[src/eam_consts.svh]
/*
  constant definitions for the effective address modifier.
  assumes 36-bit words with bit 0 as the most significant bit.
*/
`ifndef EAM_CONSTS_SVH
`define EAM_CONSTS_SVH

// word fields, verilog bit numbering (word bit 0 is verilog bit 35)
`define EAM_ADDR_HI 35
`define EAM_ADDR_LO 18
// lower half of a register word
`define EAM_LOW_HI 17
`define EAM_LOW_LO 0
`define EAM_KIND_HI 5
`define EAM_KIND_LO 4
`define EAM_DES_HI 3
`define EAM_DES_LO 0

// modifier kinds
`define EAM_KIND_REG 2'h0
`define EAM_KIND_RI 2'h1
`define EAM_KIND_IT 2'h2
`define EAM_KIND_IR 2'h3

// designator codes
`define EAM_DES_NONE 4'h0
`define EAM_DES_AU 4'h1
`define EAM_DES_QU 4'h2
`define EAM_DES_DU 4'h3
`define EAM_DES_IC 4'h4
`define EAM_DES_AL 4'h5
`define EAM_DES_QL 4'h6
`define EAM_DES_DL 4'h7
`define EAM_DES_XBIT 3

// register map, byte addresses
`define EAM_OFF_CTRL 4'h0
`define EAM_OFF_STATUS 4'h4
`define EAM_OFF_LAST_EA 4'h8
`define EAM_OFF_FETCHES 4'hC
`define EAM_CTRL_RESET 2'h1
`define EAM_CTRL_ENABLE 0
`define EAM_CTRL_CLRCNT 1

// axi responses
`define EAM_RESP_OKAY 2'h0
`define EAM_RESP_SLVERR 2'h2

`endif

[src/eam_pkg.sv]
/*
  types shared by the effective address modifier files.
  assumes eam_consts.svh carries the numeric constants.
*/
package eam_pkg;
  typedef logic [17:0] eam_half_t;
  typedef logic [35:0] eam_word_t;
  typedef enum logic [3:0] {
    EAM_IDLE  = 4'h1,
    EAM_RUN   = 4'h2,
    EAM_FETCH = 4'h4,
    EAM_DONE  = 4'h8
  } eam_state_t;
endpackage

[src/eam_modifier.sv]
/*
  effective address modifier: register, register-then-indirect and
  indirect-then-register chains, plus direct operands, with an axi4-lite
  status and control port.
  assumes the memory port holds mem_rdata valid with mem_ack for one cycle,
  and that register inputs are stable while a chain runs.
*/
// Design decisions made here: the register offsets and the AXI4-Lite interface to the registers.
`timescale 1ns/1ps
`include "eam_consts.svh"
module eam_modifier (
  // clock and reset
  input wire logic aclk,
  input wire logic aresetn,
  // request from instruction decode
  input wire logic start,
  output logic start_ready,
  input wire eam_pkg::eam_word_t instr_word,
  // processor registers
  input wire eam_pkg::eam_half_t index_registers [8],
  input wire eam_pkg::eam_word_t acc_word,
  input wire eam_pkg::eam_word_t second_acc_word,
  input wire eam_pkg::eam_half_t program_counter_index,
  // result to execute
  output logic done,
  output eam_pkg::eam_half_t eff_addr,
  output eam_pkg::eam_word_t direct_operand,
  output logic direct_valid,
  output logic tally_unsupported,
  // memory port for indirect words
  output logic mem_req,
  output eam_pkg::eam_half_t mem_addr,
  input wire logic mem_ack,
  input wire eam_pkg::eam_word_t mem_rdata,
  // axi4-lite slave
  input wire logic [3:0] s_axi_awaddr,
  input wire logic s_axi_awvalid,
  output logic s_axi_awready,
  input wire logic [31:0] s_axi_wdata,
  input wire logic [3:0] s_axi_wstrb,
  input wire logic s_axi_wvalid,
  output logic s_axi_wready,
  output logic [1:0] s_axi_bresp,
  output logic s_axi_bvalid,
  input wire logic s_axi_bready,
  input wire logic [3:0] s_axi_araddr,
  input wire logic s_axi_arvalid,
  output logic s_axi_arready,
  output logic [31:0] s_axi_rdata,
  output logic [1:0] s_axi_rresp,
  output logic s_axi_rvalid,
  input wire logic s_axi_rready
);
  import eam_pkg::*;

  eam_state_t state_reg; // chain sequencer
  eam_word_t cur_reg; // word under decode: instruction or indirect
  eam_half_t saved_reg; // safe-stored register for the final index step
  logic deref_mode_reg; // inside a deref-then-index chain
  logic [1:0] ctrl_reg; // enable and counter clear
  logic [15:0] fetch_cnt_reg; // indirect fetches of the last chain
  logic [3:0] aw_addr_reg; // latched write address
  logic aw_have_reg; // write address taken
  logic [31:0] w_data_reg; // latched write data
  logic [3:0] w_strb_reg; // latched strobes
  logic w_have_reg; // write data taken

  eam_half_t y_field; // address field of current word
  logic [1:0] modifier_kind_bits; // kind subfield
  logic [3:0] designator_bits; // designator subfield
  eam_half_t sel_value; // selected register half
  eam_half_t sum_addr; // field plus selected half
  eam_half_t saved_sum; // field plus saved register
  logic is_direct; // direct operand code
  logic is_indirect; // word asks for an indirect fetch

  assign y_field = cur_reg[`EAM_ADDR_HI:`EAM_ADDR_LO];
  assign modifier_kind_bits = cur_reg[`EAM_KIND_HI:`EAM_KIND_LO];
  assign designator_bits = cur_reg[`EAM_DES_HI:`EAM_DES_LO];
  // either kind bit sets is_indirect; the chain goes on for every indirect kind but tally
  assign is_indirect = |modifier_kind_bits;
  // tally words would loop here, so outside a deref chain they are finished as unsupported
  assign saved_sum = eam_half_t'(y_field + saved_reg);

  // one shared selector serves both the instruction and every indirect word
  eam_reg_select u_sel (
    .addr_field(y_field),
    .designator_bits(designator_bits),
    .index_registers(index_registers),
    .acc_word(acc_word),
    .second_acc_word(second_acc_word),
    .program_counter_index(program_counter_index),
    .sel_value(sel_value),
    .sum_addr(sum_addr),
    .is_direct(is_direct)
  );

  // new requests only while idle and enabled
  assign start_ready = (state_reg == EAM_IDLE) && ctrl_reg[`EAM_CTRL_ENABLE];

  // chain sequencer
  always_ff @(posedge aclk) begin
    if (!aresetn) begin
      state_reg <= EAM_IDLE;
    end else begin
      case (state_reg)
        EAM_IDLE: begin
          if (start && start_ready) begin
            state_reg <= EAM_RUN;
          end
        end
        EAM_RUN: begin
          if (is_indirect && !(modifier_kind_bits == `EAM_KIND_IT)) begin
            state_reg <= EAM_FETCH;
          end else begin
            state_reg <= EAM_DONE;
          end
        end
        EAM_FETCH: begin
          if (mem_ack) begin
            state_reg <= EAM_RUN; // decode the fetched word
          end
        end
        EAM_DONE: state_reg <= EAM_IDLE;
        default: state_reg <= EAM_IDLE;
      endcase
    end
  end

  // current word: the instruction first, then each fetched indirect word
  always_ff @(posedge aclk) begin
    if (!aresetn) begin
      cur_reg <= '0;
    end else if (state_reg == EAM_IDLE && start && start_ready) begin
      cur_reg <= instr_word;
    end else if (state_reg == EAM_FETCH && mem_ack) begin
      cur_reg <= mem_rdata;
    end
  end

  // memory request and its address, held until acknowledged
  always_ff @(posedge aclk) begin
    if (!aresetn) begin
      mem_req <= 1'b0;
      mem_addr <= '0;
    end else if (state_reg == EAM_RUN && modifier_kind_bits == `EAM_KIND_RI) begin
      // index first, then fetch from the sum; none code fetches field
      mem_req <= 1'b1;
      mem_addr <= sum_addr;
    end else if (state_reg == EAM_RUN && modifier_kind_bits == `EAM_KIND_IR) begin
      // fetch from the unmodified field
      mem_req <= 1'b1;
      mem_addr <= y_field;
    end else if (mem_ack) begin
      mem_req <= 1'b0;
    end
  end

  // safe-stored register for deref-then-index chains
  always_ff @(posedge aclk) begin
    if (!aresetn) begin
      saved_reg <= '0;
      deref_mode_reg <= 1'b0;
    end else if (state_reg == EAM_IDLE) begin
      saved_reg <= '0;
      deref_mode_reg <= 1'b0;
    end else if (state_reg == EAM_RUN && modifier_kind_bits == `EAM_KIND_IR) begin
      // each new one replaces the last; none code saves zero
      saved_reg <= sel_value;
      deref_mode_reg <= 1'b1;
    end
    // index-then-deref words leave the saved value alone
  end

  // final result, registered, with a one-cycle done pulse
  always_ff @(posedge aclk) begin
    if (!aresetn) begin
      done <= 1'b0;
      eff_addr <= '0;
      direct_operand <= '0;
      direct_valid <= 1'b0;
      tally_unsupported <= 1'b0;
    end else if (state_reg == EAM_RUN && !(is_indirect && !(modifier_kind_bits ==
        `EAM_KIND_IT))) begin
      done <= 1'b1;
      direct_valid <= 1'b0;
      direct_operand <= '0;
      tally_unsupported <= 1'b0;
      if (deref_mode_reg) begin
        // register or tally word closes a deref-then-index chain
        eff_addr <= saved_sum;
      end else if (modifier_kind_bits == `EAM_KIND_IT) begin
        // tally variations are not built; report and pass the field
        eff_addr <= y_field;
        tally_unsupported <= 1'b1;
      end else if (is_direct) begin
        // software keeps direct codes out of index-then-deref
        eff_addr <= y_field;
        direct_valid <= 1'b1;
        if (designator_bits == `EAM_DES_DU) begin
          direct_operand <= {y_field, 18'h00000};
        end else begin
          direct_operand <= {18'h00000, y_field};
        end
      end else begin
        // plain register step, also ends index-then-deref chains
        eff_addr <= sum_addr;
      end
    end else begin
      done <= 1'b0;
    end
  end

  // count indirect fetches of the running chain
  always_ff @(posedge aclk) begin
    if (!aresetn) begin
      fetch_cnt_reg <= '0;
    end else if (state_reg == EAM_IDLE && start && start_ready) begin
      fetch_cnt_reg <= '0;
    end else if (state_reg == EAM_FETCH && mem_ack) begin
      fetch_cnt_reg <= fetch_cnt_reg + 16'h0001;
    end else if (ctrl_reg[`EAM_CTRL_CLRCNT]) begin
      fetch_cnt_reg <= '0;
    end
  end

  // axi write side: address and data may arrive in either order
  assign s_axi_awready = !aw_have_reg && !s_axi_bvalid;
  assign s_axi_wready = !w_have_reg && !s_axi_bvalid;

  always_ff @(posedge aclk) begin
    if (!aresetn) begin
      aw_have_reg <= 1'b0;
      aw_addr_reg <= '0;
      w_have_reg <= 1'b0;
      w_data_reg <= '0;
      w_strb_reg <= '0;
    end else if (aw_have_reg && w_have_reg) begin
      aw_have_reg <= 1'b0;
      w_have_reg <= 1'b0;
    end else begin
      if (s_axi_awvalid && s_axi_awready) begin
        aw_have_reg <= 1'b1;
        aw_addr_reg <= s_axi_awaddr;
      end
      if (s_axi_wvalid && s_axi_wready) begin
        w_have_reg <= 1'b1;
        w_data_reg <= s_axi_wdata;
        w_strb_reg <= s_axi_wstrb;
      end
    end
  end

  // control register; only lane 0 carries bits, clear bit self-clears
  always_ff @(posedge aclk) begin
    if (!aresetn) begin
      ctrl_reg <= `EAM_CTRL_RESET;
    end else if (aw_have_reg && w_have_reg && aw_addr_reg == `EAM_OFF_CTRL &&
        w_strb_reg[0]) begin
      ctrl_reg <= w_data_reg[1:0];
    end else begin
      ctrl_reg[`EAM_CTRL_CLRCNT] <= 1'b0;
    end
  end

  // write response: okay for control and read-only words, error elsewhere
  always_ff @(posedge aclk) begin
    if (!aresetn) begin
      s_axi_bvalid <= 1'b0;
      s_axi_bresp <= `EAM_RESP_OKAY;
    end else if (aw_have_reg && w_have_reg) begin
      s_axi_bvalid <= 1'b1;
      s_axi_bresp <= (aw_addr_reg[1:0] == 2'h0) ? `EAM_RESP_OKAY : `EAM_RESP_SLVERR;
    end else if (s_axi_bready) begin
      s_axi_bvalid <= 1'b0;
    end
  end

  // read side: one read at a time, answered the cycle after address
  assign s_axi_arready = !s_axi_rvalid;

  always_ff @(posedge aclk) begin
    if (!aresetn) begin
      s_axi_rvalid <= 1'b0;
      s_axi_rdata <= '0;
      s_axi_rresp <= `EAM_RESP_OKAY;
    end else if (s_axi_arvalid && s_axi_arready) begin
      s_axi_rvalid <= 1'b1;
      s_axi_rresp <= `EAM_RESP_OKAY;
      case (s_axi_araddr)
        `EAM_OFF_CTRL: s_axi_rdata <= {30'h00000000, ctrl_reg};
        `EAM_OFF_STATUS: s_axi_rdata <= {28'h0000000, tally_unsupported,
            deref_mode_reg, mem_req, !(state_reg == EAM_IDLE)};
        `EAM_OFF_LAST_EA: s_axi_rdata <= {14'h0000, eff_addr};
        `EAM_OFF_FETCHES: s_axi_rdata <= {16'h0000, fetch_cnt_reg};
        default: begin
          // unaligned or unmapped word
          s_axi_rdata <= '0;
          s_axi_rresp <= `EAM_RESP_SLVERR;
        end
      endcase
    end else if (s_axi_rready) begin
      s_axi_rvalid <= 1'b0;
    end
  end
endmodule

[src/eam_reg_select.sv]
/*
  register selection and address sum for one designator code.
  assumes register contents arrive stable from the processor.
*/
`timescale 1ns/1ps
`include "eam_consts.svh"
module eam_reg_select (
  // word under decode
  input wire eam_pkg::eam_half_t addr_field,
  input wire logic [3:0] designator_bits,
  // processor registers
  input wire eam_pkg::eam_half_t index_registers [8],
  input wire eam_pkg::eam_word_t acc_word,
  input wire eam_pkg::eam_word_t second_acc_word,
  input wire eam_pkg::eam_half_t program_counter_index,
  // results
  output eam_pkg::eam_half_t sel_value,
  output eam_pkg::eam_half_t sum_addr,
  output logic is_direct
);
  import eam_pkg::*;

  // pick the register half named by the designator
  always_comb begin
    is_direct = 1'b0;
    if (designator_bits[`EAM_DES_XBIT]) begin
      // index registers numbered in code order
      sel_value = index_registers[designator_bits[2:0]];
    end else begin
      case (designator_bits)
        `EAM_DES_AU: sel_value = acc_word[`EAM_ADDR_HI:`EAM_ADDR_LO];
        `EAM_DES_AL: sel_value = acc_word[`EAM_LOW_HI:`EAM_LOW_LO];
        `EAM_DES_QU: sel_value = second_acc_word[`EAM_ADDR_HI:`EAM_ADDR_LO];
        `EAM_DES_QL: sel_value = second_acc_word[`EAM_LOW_HI:`EAM_LOW_LO];
        `EAM_DES_IC: sel_value = program_counter_index;
        `EAM_DES_DU, `EAM_DES_DL: begin
          // direct operands add nothing; the caller builds the operand
          sel_value = '0;
          is_direct = 1'b1;
        end
        default: sel_value = '0; // no modification adds zero
      endcase
    end
  end

  // carry out of the top address bit is dropped on purpose
  assign sum_addr = eam_half_t'(addr_field + sel_value);
endmodule

[config.mk]
export PLATFORM = sky130hd
export DESIGN_NAME = eam_modifier
export DESIGN_NICKNAME = d
export VERILOG_FILES = /design/src/eam_pkg.sv /design/src/eam_modifier.sv /design/src/eam_reg_select.sv
export VERILOG_INCLUDE_DIRS = /design/src
export SDC_FILE = /design/constraint.sdc
export NUM_CORES = 1
export LEC_CHECK = 0
export BUFFER_PORTS_ARGS = -buffer_cell sky130_fd_sc_hd__buf_2
export CORE_MARGIN = 5
export CORE_UTILIZATION = 35
export DETAILED_ROUTE_END_ITERATION = 16
export GPL_TIMING_DRIVEN = 0
export PLACE_DENSITY = 0.65
export SLEW_MARGIN = 15
export SYNTH_ARGS = -nofsm -noshare
export SYNTH_HDL_FRONTEND = slang
export SYNTH_HIERARCHICAL = 1
export SYNTH_SLANG_ARGS = --single-unit
[constraint.sdc]
create_clock -name aclk -period 5.2 [get_ports aclk]
set_clock_uncertainty 0.1 [all_clocks]
set_input_delay 0 -clock aclk [delete_from_list [all_inputs] [get_ports aclk]]
set_output_delay 0 -clock aclk [all_outputs]
set_load 0.02 [all_outputs]
==> reports/qor.log <==
INFO  setup_path     worst_setup_path_endpoint=eff_addr[15]
INFO  synth          syn-instance-count=1198
INFO  synth          yosys-top-cells-count=sky130_fd_sc_hd__dfxtp_1 (172), sky130_fd_sc_hd__nand2_1 (164), sky130_fd_sc_hd__nor2_1 (115)
INFO  synth          synth_warnings=6
INFO  setup_path     cp_data_required_time=5.46ns
INFO  synth          synth.ff_latch_count=172
INFO  die            ports_placed_on_the_boundary=477
INFO  die            design.core.area=0.0297mm²
INFO  global_route   antenna_found_initial=17
INFO  synth          synth_top_family_by_area=compound AO/OA/AOI/OAI gates
INFO  clock_tree     clk_latency=0.43ns
INFO  place          place.port_buffers=402
INFO  synth          synthAdderAreaFrac=4.52%
INFO  global_route   grt.total_usage=28.1%
INFO  setup_path     timing.setup.critical_path_class=flip-flop to flip-flop
INFO  synth          avgSynthCellArea=8.82µm²
INFO  global_route   globalRoute.totalOverflow=0
INFO  clock_tree     tritoncts_num_sinks=172
INFO  place          gp_routability_congestion=0.960
INFO  synth          netlist-cell-type-count=74
INFO  drt            first_pass_iters=10
INFO  synth          post_synth_xor_area_fraction=1.74%
INFO  synth          synth_sequential_area_ratio=32.6%
INFO  place          post-dp-hpwl=40.4mm
INFO  synth          synth_mux_area_share=15.9%
INFO  setup_path     cp_launch_point=cur_reg[0]
INFO  min_path       worst_hold_path_type=input pin to flip-flop
INFO  die            dieHeight=184µm
INFO  timing         rsz_0062_raised_after_global_routing=false
INFO  synth          yosys.area.top_type_share=32.6%
INFO  clock_tree     root_buffer_cell=sky130_fd_sc_hd__clkbuf_16
INFO  cells_and_area area_taken_by_multi_input_logic_gates=0.00663mm²
INFO  drt            dr_total_vias=11800
INFO  flow_run       max-cap-violations=0
INFO  cells_and_area largest_register_ff_count=36
INFO  drt            routed_wirelength=49.5mm
INFO  die            die_area=0.0338mm²
INFO  run_status     status=completed
INFO  synth          post_synth_and_or_nand_nor_area_fraction=18.0%
INFO  drt            antenna_left=0
INFO  timing         slew_viol_final=0
INFO  synth          synthMostInstantiatedCell=sky130_fd_sc_hd__dfxtp_1
INFO  global_route   first_pass_grt_wire_length=71.2mm
INFO  setup_path     timing.critical_path.arrival=5.28ns
INFO  power_and_ir_drop leak_pwr=6.54nW
INFO  cells_and_area area_growth_syn_to_layout=38.6%
INFO  clock_tree     tritoncts_clock_tree=done
INFO  setup_path     worstReg2RegEnd=eff_addr[15]
INFO  timing         fmax=0.199GHz
INFO  synth          mappedNetlistArea=0.0106mm²
INFO  synth          async_reset_ff_share=0%
INFO  power_and_ir_drop post_layout_total_power=4.33mW
INFO  synth          synth_area_leader_cell=sky130_fd_sc_hd__dfxtp_1
INFO  synth          post_synth_edffs=0
INFO  setup_path     worst_setup_path_start_kind=flip-flop
INFO  cells_and_area post-route-util=49.3%
INFO  die            initial_utilization=35.6%
INFO  synth          synth_area_leaders=sky130_fd_sc_hd__dfxtp_1 (33%), sky130_fd_sc_hd__mux4_1 (6.0%), sky130_fd_sc_hd__nand2_1 (5.8%), sky130_fd_sc_hd__mux2i_1 (4.7%), sky130_fd_sc_hd__a21oi_1 (4.5%)
INFO  global_route   grt_start_max_net_pins=17
INFO  power_and_ir_drop power-per-cell-area=295mW/mm²
INFO  drt            drt_drc_violations_left=0
INFO  synth          synth_compound_area_share=21.8%
INFO  timing         max_slew_margin=42.8%
INFO  clock_tree     cts-buffers-inserted=17
INFO  cells_and_area post_layout_nonfiller_instances=2132
INFO  setup_path     setup.reg_to_reg.worst_slack=0.18ns
INFO  cells_and_area drive_gt1_share=30.8%
INFO  timing         setup_viol=0
INFO  clock_tree     clkTransAtPathRegs=0.07ns
INFO  cells_and_area num-nets-final=2115
INFO  setup_path     worst_r2r_path_depth=17
INFO  clock_tree     cts.htree.levels=4
INFO  setup_path     worst_r2r_startpoint=cur_reg[0]
INFO  timing         timing.final.crit_share=96.5%
INFO  power_and_ir_drop vdd_drop_max=0.000181V
INFO  die            dieWidth=184µm
INFO  cells_and_area ff_latch_area=0.00345mm²
INFO  timing         setup_tns=0ns
INFO  cells_and_area layout.filler_cells=2916
INFO  clock_tree     ctsLongestPathBuffers=2
INFO  die            rows=63
INFO  timing         period_needed=5.02ns
INFO  place          total_placed_cells_including_tap_cells=2005
INFO  global_route   first_global_vias=11600
INFO  timing         worst-slew-pin-transition=0.846ns
INFO  drt            first_iter_violations=1231
INFO  timing         report.final.hold_viol_count=0
INFO  drt            route.detailed.wl_per_inst=23.2µm
INFO  synth          yosys_most_used_dff=sky130_fd_sc_hd__dfxtp_1
INFO  setup_path     worst-path-max-fanout=10
INFO  setup_path     endpoint_kind=flip-flop
INFO  drt            viasPerCell=5.53
## power by group
group | switching (mW) | leakage, nW | internal (mW)
Combinational | 0.856 | 4.86 | 0.651
Clock | 0.556 | 0.290 | 0.785
Sequential | 0.113 | 1.39 | 1.37
Total | 1.52 | 6.54 | 2.80
## kinds of logic after synthesis
logic type / count (synthesis)
simple gates: 411
fa+ha+maj: 37
other cells: 1
xor+xnor: 21
compound gates: 326
flops: 172
mux: 111
buf+inv: 119
## per-stage QoR
stage               worst slack (ns)  cell area, µm²  hold slack, ns
finish                         0.185           14600          0.0243
global route                 0.00286           14600          0.0693
CTS                           0.0670           14600         0.00633
detailed placement           -0.0620           13100          0.0969
global placement             -0.0287           13100          0.0845
floorplan                       1.08           10600       -0.000976
## placed cells by master, fill, tap and decap left out, drive strengths merged, types with 13 or more instances in the layout
cell         synthesis  routed
clkbuf              58      77
mux2i               50      50
a22oi               32      32
nand3               40      40
mux4                36      36
mux2                25      25
nor3                13      13
conb                 1      16
dfxtp              172     172
a21o                13      13
nor2               117     117
inv                 16      19
a2bb2oi             14      14
a21oi               95      95
o21ai               29      29
buf                 45     449
a311oi              26      26
a22o                36      36
a222oi              18      18
nand2              165     165
dlygate4sd3          0      83
a211oi              25      25
ha                  35      35
## what timing repair did
| action | 4_1_cts | 5_1_grt |
|---|---|---|
| buffers inserted | 0 | 2 |
| cloned | 0 | 0 |
| hold buffers | 83 | 0 |
| gates resized for setup | 1 | 13 |
| pin swaps | 0 | 1 |
| endpoints found under the setup margin | 1 | 9 |
| hold endpoints to repair | 63 | 0 |
## how the worst min path moves through the flow
stage,from,to,slack [ns],depth (start not counted)
3_5_place_dp,s_axi_rready,s_axi_rvalid,0.1,2
2_1_floorplan,s_axi_rready,s_axi_rvalid,-0.001,1
5_1_grt,second_acc_word[18],saved_reg[0],0.07,5
4_1_cts,acc_word[34],saved_reg[16],0.006,5
3_3_place_gp,s_axi_rready,s_axi_rvalid,0.08,2
6_report,acc_word[34],saved_reg[16],0.02,5
## metal layers
metal | up-vias | share of wire (%) | track usage, %
li1 | 5510 | - | -
met1 | 5605 | 38 | 33.1
met2 | 578 | 51 | 50.7
met3 | 87 | 8.0 | 5.22
met4 | 10 | 3.4 | 10.7
met5 | - | 0.14 | 0
## worst max-delay path: stages, from the launching register on
cell,delay (ns)
sky130_fd_sc_hd__dfxtp_2,0.42
sky130_fd_sc_hd__buf_6,0.15
sky130_fd_sc_hd__buf_8,0.16
sky130_fd_sc_hd__buf_6,0.20
sky130_fd_sc_hd__mux4_1,0.61
sky130_fd_sc_hd__mux2_2,0.29
sky130_fd_sc_hd__nand2_1,0.08
sky130_fd_sc_hd__nand3_1,0.22
sky130_fd_sc_hd__ha_1,0.44
sky130_fd_sc_hd__nand2_1,0.10
sky130_fd_sc_hd__or3b_1,0.39
sky130_fd_sc_hd__a21oi_1,0.33
sky130_fd_sc_hd__o41ai_1,0.20
sky130_fd_sc_hd__o311ai_1,0.72
sky130_fd_sc_hd__mux2i_1,0.16
sky130_fd_sc_hd__nor3_1,0.21
sky130_fd_sc_hd__a21oi_1,0.07
sky130_fd_sc_hd__o21ai_1,0.09
## layout make-up
type,instances,share of cell area [%]
Tap cell,390,3.33
Antenna cell,11,0.188
Inverter,16,0.410
Clock inverter,12,1.11
Timing Repair Buffer,487,19.5
Multi-Input combinational cell,922,45.3
Clock buffer,19,3.09
Sequential cell,172,23.5
Buffer,103,3.57
(Power assumes the default switching activity.)
